--- src/verilog/dct_params.svh ---
// Register map, field positions and divider counts of the dual timer block.
`ifndef DCT_PARAMS_SVH
`define DCT_PARAMS_SVH
`define DCT_IDX_CTRL 8'h88
`define DCT_IDX_MODE 8'h89
`define DCT_IDX_TL0 8'h8A
`define DCT_IDX_TL1 8'h8B
`define DCT_IDX_TH0 8'h8C
`define DCT_IDX_TH1 8'h8D
`define DCT_IDX_CLK 8'h8E
`define DCT_IDX_IRQ 8'h90
`define DCT_RST_BYTE 8'h00
`define DCT_CTL_TF1 7
`define DCT_CTL_TR1 6
`define DCT_CTL_TF0 5
`define DCT_CTL_TR0 4
`define DCT_CTL_IEB 3
`define DCT_CTL_ITB 2
`define DCT_CTL_IEA 1
`define DCT_CTL_ITA 0
`define DCT_MOD_ONE_GATING_BIT 7
`define DCT_MOD_CT1 6
`define DCT_MOD_ZERO_GATING_BIT 3
`define DCT_MOD_CT0 2
`define DCT_CLK_THIRD_HIGH_CLOCK_SEL 5
`define DCT_CLK_THIRD_LOW_CLOCK_SEL 4
`define DCT_CLK_T1M 3
`define DCT_CLK_T0M 2
`define DCT_CLK_MASK 8'h3F
`define DCT_IRQ_POLA 0
`define DCT_IRQ_POLB 1
`define DCT_IRQ_MASK 8'h03
`define DCT_DIV12_END 4'hB
`define DCT_DIV4_END 2'h3
`define DCT_DIV48_END 6'h2F
`define DCT_EXT8_END 3'h7
`define DCT_PIN_T0 0
`define DCT_PIN_T1 1
`define DCT_PIN_IRQA 2
`define DCT_PIN_IRQB 3
`define DCT_PIN_XCLK 4
`define DCT_RESP_OKAY 2'h0
`define DCT_RESP_DECERR 2'h3
`endif

--- src/verilog/dct_pkg.sv ---
// Types shared by the dual timer design.
`default_nettype none
package dct_pkg;
  typedef enum logic [1:0] {
    DCT_M13  = 2'h0,
    DCT_M16  = 2'h1,
    DCT_M8R  = 2'h2,
    DCT_MSPL = 2'h3
  } dct_mode_t;
  typedef struct packed {
    logic [4:0] s1;
    logic [4:0] s2;
    logic [4:0] s3;
    logic [3:0] div12;
    logic [1:0] div4;
    logic [5:0] div48;
    logic [2:0] ext8;
    logic [7:0] timer_control_status;
    logic [7:0] timer_mode_select;
    logic [7:0] timer_clock_select;
    logic [7:0] icfg;
    logic [7:0] tl0;
    logic [7:0] th0;
    logic [7:0] tl1;
    logic [7:0] th1;
    logic       baud;
    logic       t2lo;
    logic       t2hi;
    logic       aw_held;
    logic       aw_ok;
    logic [7:0] aw_idx;
    logic       w_held;
    logic       w_lane;
    logic [7:0] w_byte;
    logic       awready;
    logic       wready;
    logic       bvalid;
    logic [1:0] bresp;
    logic       arready;
    logic       rvalid;
    logic [7:0] rdata;
    logic [1:0] rresp;
  } dct_state_t;
endpackage
`default_nettype wire

--- src/verilog/dct_top.sv ---
// Two counter/timers with control, mode and clock-select registers on AXI4-Lite.
//
// Added by the designer: the AXI4-Lite register port.
`include "dct_params.svh"
`timescale 1ns/1ps
`default_nettype none

module dct_top #(
  parameter int AW = 12
) (
  // Clock, reset and clock enable.
  input  wire logic          aclk,
  input  wire logic          aresetn,
  input  wire logic          ce,
  // AXI4-Lite write channels.
  input  wire logic [AW-1:0] s_axi_awaddr,
  input  wire logic          s_axi_awvalid,
  output logic               s_axi_awready,
  input  wire logic [31:0]   s_axi_wdata,
  input  wire logic [3:0]    s_axi_wstrb,
  input  wire logic          s_axi_wvalid,
  output logic               s_axi_wready,
  output logic [1:0]         s_axi_bresp,
  output logic               s_axi_bvalid,
  input  wire logic          s_axi_bready,
  // AXI4-Lite read channels.
  input  wire logic [AW-1:0] s_axi_araddr,
  input  wire logic          s_axi_arvalid,
  output logic               s_axi_arready,
  output logic [31:0]        s_axi_rdata,
  output logic [1:0]         s_axi_rresp,
  output logic               s_axi_rvalid,
  input  wire logic          s_axi_rready,
  // Asynchronous pins.
  input  wire logic          zero_count_pin,
  input  wire logic          one_count_pin,
  input  wire logic          gating_irq_input,
  input  wire logic          irq_b_input,
  input  wire logic          ext_clock,
  // Vectoring acknowledges from the interrupt logic.
  input  wire logic          ack_zero,
  input  wire logic          ack_one,
  input  wire logic          ack_a,
  input  wire logic          ack_b,
  // Third timer configuration.
  input  wire logic          third_split,
  input  wire logic          third_ext_clock_sel,
  // Requests and ticks.
  output logic               zero_irq_req,
  output logic               one_irq_req,
  output logic               ext_a_irq_req,
  output logic               ext_b_irq_req,
  output logic               one_baud_tick,
  output logic               third_low_tick,
  output logic               third_high_tick
);

  ////////////////////////////////////////////////////////////
  // Elaboration check and state.

  // The register index needs address bits nine to two.
  if (AW < 12 || AW > 32) begin : g_bad_aw
    $error("dct_top: AW must lie between 12 and 32.");
  end

  dct_pkg::dct_state_t st_r;
  dct_pkg::dct_state_t st_nxt;

  logic ovf0_c;
  logic ovf1_c;
  logic ovfh_c;
  logic split_c;
  logic act_a_c;
  logic wr_c;

  // One counting step: overflow bit, next high byte, next low byte.
  function automatic logic [16:0] dct_step(
    input logic [1:0] m,
    input logic [7:0] hi,
    input logic [7:0] lo
  );
    logic [12:0] v13;
    logic [15:0] v16;
    logic [7:0]  v8;
    v13 = {hi, lo[4:0]} + 13'h0001;
    v16 = {hi, lo} + 16'h0001;
    v8 = lo + 8'h01;
    dct_step = 17'h00000;
    unique case (m)
      dct_pkg::DCT_M13: dct_step = {&{hi, lo[4:0]}, v13[12:5], lo[7:5], v13[4:0]};
      dct_pkg::DCT_M16: dct_step = {&{hi, lo}, v16};
      dct_pkg::DCT_M8R: dct_step = {&lo, hi, (&lo) ? hi : v8};
      dct_pkg::DCT_MSPL: dct_step = {&lo, hi, v8};
    endcase
  endfunction

  ////////////////////////////////////////////////////////////
  // Next-state logic.

  // Builds the whole next state from the current one.
  always_comb begin
    logic [16:0] s;
    logic [4:0]  fall;
    logic        p12;
    logic        p4;
    logic        p48;
    logic        px8;
    logic        xr;
    logic        pre;
    logic        tk0;
    logic        tk1;
    logic        src0;
    logic        src1;
    logic        en0;
    logic        en1;
    logic        act_b;
    logic        edge_a;
    logic        edge_b;
    logic        t2src;
    logic        hit;
    logic        wc;
    logic        rok;
    logic [7:0]  rb;
    logic [7:0]  wd;
    logic [7:0]  ridx;
    s = 17'h00000;
    st_nxt = st_r;
    ovf0_c = 1'b0;
    ovf1_c = 1'b0;
    ovfh_c = 1'b0;

    st_nxt.s1 = {ext_clock, irq_b_input, gating_irq_input, one_count_pin, zero_count_pin};
    st_nxt.s2 = st_r.s1;
    st_nxt.s3 = st_r.s2;
    fall = st_r.s3 & ~st_r.s2;
    xr = st_r.s2[`DCT_PIN_XCLK] & ~st_r.s3[`DCT_PIN_XCLK];

    p12 = st_r.div12 == `DCT_DIV12_END;
    p4 = st_r.div4 == `DCT_DIV4_END;
    p48 = st_r.div48 == `DCT_DIV48_END;
    px8 = xr && st_r.ext8 == `DCT_EXT8_END;
    st_nxt.div12 = p12 ? 4'h0 : st_r.div12 + 4'h1;
    st_nxt.div4 = st_r.div4 + 2'h1;
    st_nxt.div48 = p48 ? 6'h00 : st_r.div48 + 6'h01;
    st_nxt.ext8 = st_r.ext8 + {2'h0, xr};
    unique case (st_r.timer_clock_select[1:0])
      2'h0: pre = p12;
      2'h1: pre = p4;
      2'h2: pre = p48;
      2'h3: pre = px8;
    endcase

    tk0 = st_r.timer_clock_select[`DCT_CLK_T0M] | pre;
    tk1 = st_r.timer_clock_select[`DCT_CLK_T1M] | pre;
    split_c = st_r.timer_mode_select[1:0] == dct_pkg::DCT_MSPL;

    act_a_c = st_r.s2[`DCT_PIN_IRQA] ~^ st_r.icfg[`DCT_IRQ_POLA];
    act_b = st_r.s2[`DCT_PIN_IRQB] ~^ st_r.icfg[`DCT_IRQ_POLB];
    edge_a = act_a_c & ~(st_r.s3[`DCT_PIN_IRQA] ~^ st_r.icfg[`DCT_IRQ_POLA]);
    edge_b = act_b & ~(st_r.s3[`DCT_PIN_IRQB] ~^ st_r.icfg[`DCT_IRQ_POLB]);

    en0 = st_r.timer_control_status[`DCT_CTL_TR0] & (~st_r.timer_mode_select[`DCT_MOD_ZERO_GATING_BIT] | act_a_c);
    en1 = (split_c | st_r.timer_control_status[`DCT_CTL_TR1]) & (st_r.timer_mode_select[5:4] != dct_pkg::DCT_MSPL) &
          (~st_r.timer_mode_select[`DCT_MOD_ONE_GATING_BIT] | act_b);

    src0 = st_r.timer_mode_select[`DCT_MOD_CT0] ? fall[`DCT_PIN_T0] : tk0;
    src1 = (st_r.timer_mode_select[`DCT_MOD_CT1] & ~split_c) ? fall[`DCT_PIN_T1] : tk1;

    if (en0 && src0) begin
      s = dct_step(st_r.timer_mode_select[1:0], st_r.th0, st_r.tl0);
      st_nxt.tl0 = s[7:0];
      if (!split_c) begin
        st_nxt.th0 = s[15:8];
      end
      ovf0_c = s[16];
    end

    // high byte runs from other run bit
    if (split_c && st_r.timer_control_status[`DCT_CTL_TR1] && tk0) begin
      s = dct_step(dct_pkg::DCT_MSPL, 8'h00, st_r.th0);
      st_nxt.th0 = s[7:0];
      ovfh_c = s[16];
    end

    // Timer one advances in modes zero to two.
    if (en1 && src1) begin
      s = dct_step(st_r.timer_mode_select[5:4], st_r.th1, st_r.tl1);
      st_nxt.tl1 = s[7:0];
      st_nxt.th1 = s[15:8];
      ovf1_c = s[16];
    end
    st_nxt.baud = ovf1_c;

    // low byte clock, high byte only in split
    t2src = third_ext_clock_sel ? px8 : p12;
    st_nxt.t2lo = st_r.timer_clock_select[`DCT_CLK_THIRD_LOW_CLOCK_SEL] | t2src;
    st_nxt.t2hi = third_split ? (st_r.timer_clock_select[`DCT_CLK_THIRD_HIGH_CLOCK_SEL] | t2src) : st_nxt.t2lo;

    ////////////////////////////////////////////////////////////
    // Write channels.

    // Address and data are taken independently.
    if (s_axi_awvalid && st_r.awready) begin
      st_nxt.aw_held = 1'b1;
      st_nxt.aw_idx = s_axi_awaddr[9:2];
      st_nxt.aw_ok = ~|s_axi_awaddr[AW-1:10];
    end
    if (s_axi_wvalid && st_r.wready) begin
      st_nxt.w_held = 1'b1;
      st_nxt.w_byte = s_axi_wdata[7:0];
      st_nxt.w_lane = s_axi_wstrb[0];
    end
    if (st_r.bvalid && s_axi_bready) begin
      st_nxt.bvalid = 1'b0;
    end

    // Performs the write once both halves are held.
    wd = st_r.w_byte;
    hit = 1'b0;
    wr_c = 1'b0;
    wc = 1'b0;
    if (st_r.aw_held && st_r.w_held && !st_r.bvalid) begin
      st_nxt.aw_held = 1'b0;
      st_nxt.w_held = 1'b0;
      st_nxt.bvalid = 1'b1;
      hit = st_r.aw_ok;
      wr_c = st_r.aw_ok & st_r.w_lane;
      case (st_r.aw_idx)
        `DCT_IDX_CTRL: wc = wr_c;
        `DCT_IDX_MODE: if (wr_c) st_nxt.timer_mode_select = wd;
        `DCT_IDX_TL0: if (wr_c) st_nxt.tl0 = wd;
        `DCT_IDX_TL1: if (wr_c) st_nxt.tl1 = wd;
        `DCT_IDX_TH0: if (wr_c) st_nxt.th0 = wd;
        `DCT_IDX_TH1: if (wr_c) st_nxt.th1 = wd;
        `DCT_IDX_CLK: if (wr_c) st_nxt.timer_clock_select = wd & `DCT_CLK_MASK;
        `DCT_IDX_IRQ: if (wr_c) st_nxt.icfg = wd & `DCT_IRQ_MASK;
        default: begin
          hit = 1'b0;
          wr_c = 1'b0;
        end
      endcase
      st_nxt.bresp = hit ? `DCT_RESP_OKAY : `DCT_RESP_DECERR;
    end
    if (wc) begin
      st_nxt.timer_control_status = wd;
    end

    st_nxt.timer_control_status[`DCT_CTL_TF0] = ovf0_c |
      (wc ? wd[`DCT_CTL_TF0] : st_r.timer_control_status[`DCT_CTL_TF0] & ~ack_zero);
    st_nxt.timer_control_status[`DCT_CTL_TF1] = ovfh_c | (ovf1_c & ~split_c) |
      (wc ? wd[`DCT_CTL_TF1] : st_r.timer_control_status[`DCT_CTL_TF1] & ~ack_one);

    if (st_r.timer_control_status[`DCT_CTL_ITA]) begin
      st_nxt.timer_control_status[`DCT_CTL_IEA] = edge_a |
        (wc ? wd[`DCT_CTL_IEA] : st_r.timer_control_status[`DCT_CTL_IEA] & ~ack_a);
    end else begin
      st_nxt.timer_control_status[`DCT_CTL_IEA] = act_a_c;
    end
    if (st_r.timer_control_status[`DCT_CTL_ITB]) begin
      st_nxt.timer_control_status[`DCT_CTL_IEB] = edge_b |
        (wc ? wd[`DCT_CTL_IEB] : st_r.timer_control_status[`DCT_CTL_IEB] & ~ack_b);
    end else begin
      st_nxt.timer_control_status[`DCT_CTL_IEB] = act_b;
    end
    st_nxt.awready = !st_nxt.aw_held && !st_nxt.bvalid;
    st_nxt.wready = !st_nxt.w_held && !st_nxt.bvalid;

    ////////////////////////////////////////////////////////////
    // Read channels.

    // Decodes the read address into a byte.
    ridx = s_axi_araddr[9:2];
    rok = ~|s_axi_araddr[AW-1:10];
    rb = 8'h00;
    case (ridx)
      `DCT_IDX_CTRL: rb = st_r.timer_control_status;
      `DCT_IDX_MODE: rb = st_r.timer_mode_select;
      `DCT_IDX_TL0: rb = st_r.tl0;
      `DCT_IDX_TL1: rb = st_r.tl1;
      `DCT_IDX_TH0: rb = st_r.th0;
      `DCT_IDX_TH1: rb = st_r.th1;
      `DCT_IDX_CLK: rb = st_r.timer_clock_select;
      `DCT_IDX_IRQ: rb = st_r.icfg;
      default: rok = 1'b0;
    endcase
    if (st_r.rvalid && s_axi_rready) begin
      st_nxt.rvalid = 1'b0;
    end
    if (s_axi_arvalid && st_r.arready) begin
      st_nxt.rvalid = 1'b1;
      st_nxt.rdata = rok ? rb : 8'h00;
      st_nxt.rresp = rok ? `DCT_RESP_OKAY : `DCT_RESP_DECERR;
    end
    st_nxt.arready = !st_nxt.rvalid;
  end

  // Registers the state; the clock enable freezes it.
  always_ff @(posedge aclk) begin
    if (!aresetn) begin
      st_r <= '0;
    end else if (ce) begin
      st_r <= st_nxt;
    end
  end

  ////////////////////////////////////////////////////////////
  // Outputs.

  // Every output is a field of the state register.
  assign s_axi_awready = st_r.awready;
  assign s_axi_wready = st_r.wready;
  assign s_axi_bvalid = st_r.bvalid;
  assign s_axi_bresp = st_r.bresp;
  assign s_axi_arready = st_r.arready;
  assign s_axi_rvalid = st_r.rvalid;
  assign s_axi_rdata = {24'h000000, st_r.rdata};
  assign s_axi_rresp = st_r.rresp;
  assign zero_irq_req = st_r.timer_control_status[`DCT_CTL_TF0];
  assign one_irq_req = st_r.timer_control_status[`DCT_CTL_TF1];
  assign ext_a_irq_req = st_r.timer_control_status[`DCT_CTL_IEA];
  assign ext_b_irq_req = st_r.timer_control_status[`DCT_CTL_IEB];
  assign one_baud_tick = st_r.baud;
  assign third_low_tick = st_r.t2lo;
  assign third_high_tick = st_r.t2hi;
endmodule

`default_nettype wire

--- config.mk ---
export PLATFORM = sky130hd
export DESIGN_NAME = dct_top
export DESIGN_NICKNAME = d
export VERILOG_FILES = /design/src/verilog/dct_pkg.sv /design/src/verilog/dct_top.sv
export VERILOG_INCLUDE_DIRS = /design/src /design/src/verilog
export SDC_FILE = /design/constraint.sdc
export NUM_CORES = 1
export LEC_CHECK = 0
export BUFFER_PORTS_ARGS = -buffer_cell sky130_fd_sc_hd__buf_4
export CORE_ASPECT_RATIO = 0.7
export CORE_MARGIN = 10
export CORE_UTILIZATION = 56
export CTS_CLUSTER_DIAMETER = 60
export DETAILED_ROUTE_END_ITERATION = 16
export PLACE_DENSITY = 0.8
export SLEW_MARGIN = 20
export SYNTH_ARGS = -nofsm -noshare
export SYNTH_HDL_FRONTEND = slang
export SYNTH_SLANG_ARGS = --single-unit
--- constraint.sdc ---
create_clock -name aclk -period 3.73 [get_ports aclk]
set_clock_uncertainty 0.2 [all_clocks]
set_input_delay 0.1865 -clock aclk [delete_from_list [all_inputs] [get_ports aclk]]
set_output_delay 0.1865 -clock aclk [all_outputs]
set_load 0.02 [all_outputs]
==> results.cfg, run 1 <==
[status]
status = complete, but fails checks
violations = hold timing

[floorplanning]
core_um2 = 12500
die_x_um = 155
start_util_pct = 57.4
fp.dieH_um = 115
rows = 34
dieArea_um2 = 17800
pin_count = 127

[detailed_routing]
ant_nets = 0
drt_iter0_markers = 1043
remaining_drc_errors = 0
avgRoutedWirePerCell_um = 19.1
vias = 6916
dr.pass1.iters = 6
wl_mm = 21.8
avgViaCountPerCell = 6.07

[min_path]
hp-start = ack_zero
hold_class = primary input to register

[cells_and_area]
nets = 1054
diodes = 0
drive_gt1_share_pct = 14.3
stdcell_area_um2 = 8440
fillers = 1022
seq_area_um2 = 2480
fin_util_pct = 67.7
multi_input_area_um2 = 4200
synthToLayoutAreaGrowth_pct = 18.1

[setup_path]
crit-reg2reg-launch = st_r[64]
required_ps = 3870
critPathLaunchType = register
arrival_ps = 3110
setup.worst_path.end_class = register
rrSetupSlack_ps = 760
cp-startpoint = st_r[64]
crit_fanout = 9
path_class = register to register

[synth]
post-synth-top-count-cell = dfxtp_1
ys.flop_type = dfxtp_1
synthArstFlopShare_pct = 0
yosysSeqAreaShare_pct = 34.7
synth_area_per_cell_um2 = 7.93
netlist_area_um2 = 7150
ys_ff_latch = 124
synth_top_area_share_pct = 34.7
synth_edf_count = 0
synthTopCellsByArea = dfxtp_1 35%, mux2i_1 7.8%, nand2_1 6.2%
yosysWarnings = 0
netlist_top_cells_count = 124 x dfxtp_1, 118 x nand2_1, 104 x nor2_1
yosysTopAreaCell = dfxtp_1
syn_inst = 902
synth_cell_types = 81

[clocking]
cts.sinks = 124
cts_buffers = 17
clock_path_buffers = 2
hold_buffers = 31
cts_tree = yes
clock_latency_ps = 420
postCtsSetupBuffers = 0
path_clk_slew_ps = 60
ctsHtreeMaxLevel = 4
cts.repair.resized = 0
cts_root_buf = clkbuf_16

[global_routing]
first_global_vias = 6457
antenna_found_initial = 0
grt_pass1_wl_mm = 34.9
grtUsageTotal_pct = 24.2
gr-total-overflow = 0
grt_max_degree = 50

[timing]
holdWs_ps = -0.833
period_share_pct = 79.7
setup_viol = 0
period_needed_ps = 2970
slew_viol_final = 0
setup_tns_ps = 0
hold_viol = 1
maxSlewHeadroom_pct = 41.7
timing.fmax_ghz = 0.336
tightest_slew_ps = 871
rsz0062_at_grt = no
setup_ws_ps = 757

[placed_design]
hpwlAfterDp_mm = 15.2
post-place-ws_ps = 847
routabilityCongestion = 0.996
io_buffer_count = 71
placed_area_um2 = 7560

[flow_run]
maxCapViolations = 0

[power_and_ir_drop]
p_leak_nw = 3.17
ir_drop_mv = 0.294
power.density_nw_per_um2 = 388
[critical path, cell delays in order, from the launching register on]
cell,delay (ps)
dfxtp_1,450
ha_1,250
nand4_1,370
o22a_1,370
nor4_4,300
o2111ai_2,260
or4b_1,530
a31oi_1,160
[path summary, 6_finish.rpt]
check / to / cells past startpoint
min reg2reg: s_axi_rdata[6] / 2
min: zero_irq_req / 4
max reg2reg: st_r[59] / 7
max: st_r[59] / 7
[cell usage in the layout, fill, tap and decap left out, drive strengths merged, types with 4 or more instances in the layout]
cell type    Yosys  routed
a22oi            7       7
nand2          118     118
xnor2            4       4
nor2b            4       4
nand3           21      21
buf             43      77
a211oi          14      14
a31oi           18      18
nor3            34      34
nand2b           8       8
dlygate4sd3      0      31
o211ai           7       7
dfxtp          124     124
o31ai            4       4
clkbuf          44      19
xor2             7       7
conb             1      24
nor3b            4       4
a21o             5       5
inv             21      25
nand4           16      16
and2             5       5
mux4             5       5
or2              7       7
a21oi           67      67
or3              6       6
ha              10      10
and3             8       8
nor4            10      10
nor2           104     104
o21ai           55      55
mux2i           56      56
clkinv           1       6
a2111oi          7       7
[state kept, by name, indices dropped and copies added (netlist names)]
signal           cells
s_axi_rdata          8
third_high_tick      1
s_axi_bresp          1
s_axi_bvalid         1
s_axi_arready        1
s_axi_rvalid         1
ext_a_irq_req        1
st_r                92
one_irq_req          1
third_low_tick       1
s_axi_awready        1
zero_irq_req         1
one_baud_tick        1
st_nxt              10
s_axi_wready         1
s_axi_rresp          1
ext_b_irq_req        1
[layer usage]
metal / GRT usage [%] / routed length, um
met5: 0 / 0
met4: 8.22 / 518
met3: 6.16 / 2700
met2: 35.9 / 9350
met1: 33.3 / 9240
[through the flow]
step                total power, mW  instances
global route                   3.36       1140
detailed placement             1.66       1077
floorplan                      1.59        925
CTS                            3.27       1140
global placement               1.65       1077
finish                         3.27       1140
[logic make-up (layout without fill, tap and decap cells)]
family,count (synthesis),in the layout,share of synthesized area [%]
compound gates,223,223,20.4
xor+xnor,11,11,1.35
fa+ha+maj,10,10,1.75
buf+inv,109,162,7.77
flops,124,124,34.7
mux,62,62,9.57
other cells,1,24,0.0525
simple gates,362,362,24.4
[cell type report]
cell class	instances	share of cell area [%]
sequential	124	29.4
clock buffer	19	5.37
tap	162	2.40
timing repair buffer	108	10.7
clock inverter	13	1.38
multi-input combinational	692	49.8
inverter	22	0.978
[report_power, final]
part	internal [mW]	switching, mW	total (mW)
Clock	0.954	0.654	1.61
Sequential	1.36	0.0382	1.39
Combinational	0.119	0.152	0.271
Power figures use the tool's default switching activity.
==> run 2, diff against run 1 <==
ABC_AREA = 1   (was unset)
CORE_UTILIZATION = 52   (was 56)
PLACE_DENSITY = 0.77   (was 0.8)
clock period = 2.4 ns   (was 3.73 ns; I/O delays follow)
==> run 2 against run 1 <==
Compared with the run above: the run now ends clean; synthesized area is 8.9% higher; cell count grew 33%; critical path type unchanged; first-iteration DRC count is 6.0% lower; largest power group unchanged; sequential power is 59% higher; combinational power rose by 110%; register-to-register slack lost 620 ps; largest cell class unchanged; clock power grew 69%; critical path depth did not move; non-clock buffer count increased by 42; core utilization is 2.5 points lower.
==> results.cfg, run 2 <==
[cells_and_area]
multi_input_area_um2 = 4420
largest_register = st_r
fillers = 1309
final_common_cell = nand2_1
final_cell_mix = 234 x nand2_1, 142 x inv_1, 124 x o21ai_0, 124 x dfxtp_1, 115 x a21oi_1
diodes = 0
nets = 1400
synthToLayoutAreaGrowth_pct = 22.9
drive_gt1_share_pct = 13.5
seq_area_um2 = 2480
largest_reg_flops = 92

[detailed_routing]
ant_nets = 0
wl_mm = 26.2
avgViaCountPerCell = 5.66
vias = 8592
dr.pass1.iters = 6
drt_iter0_markers = 980
remaining_drc_errors = 0
avgRoutedWirePerCell_um = 17.2

[clocking]
cts.sinks = 124
cts_tree = yes
clock_path_buffers = 2
clock_latency_ps = 440
cts_buffers = 17
cts_root_buf = clkbuf_16
ctsHtreeMaxLevel = 4
path_clk_slew_ps = 60

[timing]
period_share_pct = 94.3
setup_ws_ps = 136
hold_viol = 0
slew_viol_final = 0
tightest_slew_ps = 750
setup_viol = 0
maxSlewHeadroom_pct = 50.0
rsz0062_at_grt = yes
period_needed_ps = 2260
timing.fmax_ghz = 0.442

[synth]
post-synth-top-count-cell = nand2_1
syn_inst = 1200
netlist_top_cells_count = 236 x nand2_1, 143 x inv_1, 125 x o21ai_0
synth_cell_types = 45
synth_top_family_by_area = simple AND/OR/NAND/NOR gates
yosysSeqAreaShare_pct = 31.9
synthAdderAreaFrac_pct = 1.61
synthSimpleGateAreaFrac_pct = 28.0
yosysWarnings = 0
ys.flop_type = dfxtp_1
yosysTopAreaCell = dfxtp_1
synth_compound_area_share_pct = 23.2
synth_edf_count = 0
synth-xor-area-share_pct = 2.36
synthTopCellsByArea = dfxtp_1 32%, nand2_1 11%, o21ai_0 8.0%
synth_area_per_cell_um2 = 6.49
ys_ff_latch = 124
netlist_area_um2 = 7790
synth_mux_area_share_pct = 0
synth_top_area_share_pct = 31.9
synthArstFlopShare_pct = 0

[global_routing]
gr-total-overflow = 0
first_global_vias = 7886
grtUsageTotal_pct = 25.2
grt_max_degree = 85
antenna_found_initial = 1
grt_pass1_wl_mm = 41.8

[setup_path]
crit-reg2reg-launch = st_r[26]
setup.worst_path.end_class = register
path_class = register to register
cp-startpoint = st_r[26]
critPathLaunchType = register
reg2regPathDepth = 7
required_ps = 2520
arrival_ps = 2390
crit_fanout = 3

[power_and_ir_drop]
p_leak_nw = 3.90
power.density_nw_per_um2 = 573
ir_drop_mv = 0.476
power_mw = 5.48

[min_path]
hp-start = s_axi_arvalid
hold_class = primary input to register
min_path_cells = 5

[floorplanning]
core_um2 = 14700
fp.dieH_um = 122
dieArea_um2 = 20400
start_util_pct = 53.1
rows = 37
pin_count = 127
die_x_um = 166

[flow_run]
maxCapViolations = 0

[status]
status = finished, final reports clean

[placed_design]
hpwlAfterDp_mm = 18.7
post-place-ws_ps = 125
io_buffer_count = 71
routabilityCongestion = 0.983
-- run 2: final timing paths --
path,to,slack (ps)
worst max register to register,s_axi_wready,140
worst max-delay path,s_axi_wready,140
worst min-delay path,s_axi_rdata[0],100
worst min register to register,st_r[33],260
-- run 2: layout make-up --
class                      instances  share of cell area (%)
timing repair buffer             150                    13.2
clock inverter                    14                    1.89
clock buffer                      18                    4.48
inverter                         147                    5.76
tap                              195                    2.55
multi-input combinational        871                    46.2
sequential                       124                    25.9
-- run 2: what timing repair did --
| action | CTS | global route |
|---|---|---|
| setup buffers | 0 | 1 |
| endpoints found under the hold margin | 51 | 0 |
| setup endpoints to repair | 0 | 22 |
| hold buffers | 45 | 0 |
| resized for setup | 0 | 11 |
-- run 2: worst max-delay path, stage by stage, from the launching register on --
cell	delay, ps
dfxtp_1	330
inv_1	60
nor3_2	240
a21oi_1	90
nand2_1	60
dlygate4sd3_1	540
a21oi_1	50
dlygate4sd3_1	570
-- run 2: routing by layer --
metal	GRT usage, %	up-vias	share of wire (%)	routed length (um)
li1	-	4187	-	-
met1	33.4	3868	43	11300
met2	39.0	458	43	11300
met3	6.36	77	10	2680
met4	9.79	2	3.3	865
met5	0	-	0.12	32
-- run 2: report_power, final --
group	leakage, nW	total, mW	internal, mW	switching (mW)
logic	2.60	0.556	0.228	0.328
registers	1.01	2.21	2.13	0.0731
clock network	0.290	2.72	1.65	1.07
-- run 2: cells by family (layout without fill, tap and decap cells) --
| group | Yosys count | after routing |
|---|---|---|
| and+or+nand+nor | 491 | 491 |
| AOI/OAI and AO/OA | 325 | 325 |
| buffers and inverters | 228 | 329 |
| DFF | 124 | 124 |
| xor gates and xnor gates | 21 | 21 |
| adders and majority gates | 10 | 10 |
| other | 1 | 24 |
-- run 2: metrics by stage --
step | setup TNS [ps] | utilization [%] | instance area (um^2) | instances | hold slack (ps)
2_1_floorplan | 0 | - | 7880 | 1223 | 54.9
3_3_place_gp | 0 | 57.7 | 8460 | 1441 | 143
3_5_place_dp | 0 | 57.7 | 8460 | 1441 | 153
4_1_cts | 0 | 64.9 | 9530 | 1518 | 84.5
5_1_grt | -69.5 | 65.2 | 9570 | 1519 | 126
6_report | 0 | 65.2 | 9570 | 1519 | 100
==> run 3, diff against run 2 <==
BUFFER_PORTS_ARGS = -buffer_cell sky130_fd_sc_hd__clkbuf_2   (was -buffer_cell sky130_fd_sc_hd__buf_4)
==> run 3 against run 2 <==
Compared with the run above: first-iteration DRC count increased by 6.5%; sequential power hardly changed; maximum frequency rose by 2.1%; worst hold slack worse by 38 ps; largest power group unchanged; die area unchanged; design area fell by 2.5%; flip-flop and latch count unchanged; largest cell class unchanged; routed wire length down 1.9%; sequential share of layout area increased by 0.67 points; global-route usage is 0.49 points lower; critical endpoint is now st_r[44]; clock power decreased by 7%.
==> results.cfg, run 3 (same netlist as run 2, synthesis figures left out) <==
[global_routing]
grt_max_degree = 88
grt_pass1_wl_mm = 41.2
first_global_vias = 7843
antenna_found_initial = 1
gr-total-overflow = 0
grtUsageTotal_pct = 24.7

[timing]
period_needed_ps = 2220
setup_viol = 0
holdWs_ps = 61.7
maxSlewHeadroom_pct = 50.2
hold_viol = 0
slew_viol_final = 0
timing.fmax_ghz = 0.451
rsz0062_at_grt = yes
period_share_pct = 92.4
tightest_slew_ps = 747

[floorplanning]
core_um2 = 14700
rows = 37
fp.dieH_um = 122
dieArea_um2 = 20400
pin_count = 127
die_x_um = 166
start_util_pct = 53.1

[cells_and_area]
largest_register = st_r
largest_reg_flops = 92
final_common_cell = nand2_1
fillers = 1308
final_cell_mix = 235 x nand2_1, 143 x inv_1, 124 x o21ai_0, 124 x dfxtp_1, 115 x a21oi_1
nets = 1399
drive_gt1_share_pct = 13.7
seq_area_um2 = 2480
multi_input_area_um2 = 4400
synthToLayoutAreaGrowth_pct = 19.8

[power_and_ir_drop]
power.density_nw_per_um2 = 564
p_leak_nw = 3.83
power_mw = 5.26
ir_drop_mv = 0.455

[detailed_routing]
drt_iter0_markers = 1044
avgRoutedWirePerCell_um = 16.9
ant_nets = 0
remaining_drc_errors = 0
vias = 8508
wl_mm = 25.7
avgViaCountPerCell = 5.60
dr.pass1.iters = 6

[placed_design]
hpwlAfterDp_mm = 18.5
io_buffer_count = 71
routabilityCongestion = 1.00

[setup_path]
path_class = register to register
cpMostUsedCell = nand3_1
arrival_ps = 2340
cpMaxStageDelayCell = dfxtp_1
required_ps = 2530
setup.worst_path.end_class = register
path_cells = ha_1, nand2_1, nor2_2, nand3_1, nand2_1, inv_1, nand3_1, nand2_2, buf_4, nor2_2, nand3_1, a31oi_1, nor2_1
crit_fanout = 13
critPathLaunchType = register
cpPeakStageDelay_ps = 350

[flow_run]
maxCapViolations = 0

[status]
status = finished, final reports clean

[clocking]
clock_latency_ps = 430
cts_buffers = 17
path_clk_slew_ps = 60
clock_path_buffers = 2
ctsHtreeMaxLevel = 4
cts.sinks = 124
cts_root_buf = clkbuf_16
cts_tree = yes

[min_path]
hold_class = primary input to register
[run 3: path summary, 6_finish.rpt]
| kind | start | end | slack [ps] | cells past startpoint |
|---|---|---|---|---|
| max | st_r[107] | st_r[44] | 180 | 13 |
| min | ce | third_high_tick | 60 | 3 |
| max reg2reg | st_r[107] | st_r[44] | 180 | 13 |
| min reg2reg | st_r[34] | st_r[34] | 250 | 2 |
[run 3: repair_timing]
| action | CTS | global route |
|---|---|---|
| buffers inserted | 0 | 2 |
| setup endpoints to repair | 0 | 17 |
| gates resized for setup | 0 | 8 |
| hold endpoints to repair | 43 | 0 |
| hold buffers | 39 | 0 |
[run 3: critical path, delay by kind of cell (launching register included)]
kind,cells,cell delay (ps)
fa+ha+maj,1,180
simple gates,9,940
compound gates,1,180
flops,1,350
buf+inv,2,240
[run 3: per-stage QoR]
stage | cell area [um^2] | worst slack (ps) | utilization (%) | setup TNS [ps] | instances
floorplan | 7880 | 439 | - | 0 | 1223
detailed placement | 8330 | 100 | 56.8 | 0 | 1445
global placement | 8330 | 108 | 56.8 | 0 | 1445
global route | 9330 | -6.24 | 63.6 | -10.5 | 1518
CTS | 9300 | 98.3 | 63.3 | 0 | 1516
finish | 9330 | 183 | 63.6 | 0 | 1520
[run 3: cell type report]
type	instances	share of cell area, %
multi-input combinational	871	47.1
sequential	124	26.6
timing repair buffer	149	11.5
inverter	147	5.93
clock buffer	19	4.75
tap	195	2.61
clock inverter	13	1.42
antenna	2	0.0536
[run 3: layer usage]
metal / wire length, um / part of all wire [%] / GRT usage (%)
met2: 11300 / 44 / 38.7
met1: 11100 / 43 / 33.3
met5: 0 / 0 / 0
met3: 2610 / 10 / 5.94
met4: 606 / 2.4 / 7.44
[run 3: power breakdown]
group	switching, mW	internal (mW)
sequential	0.0718	2.13
clock	1.06	1.48
combinational	0.325	0.194
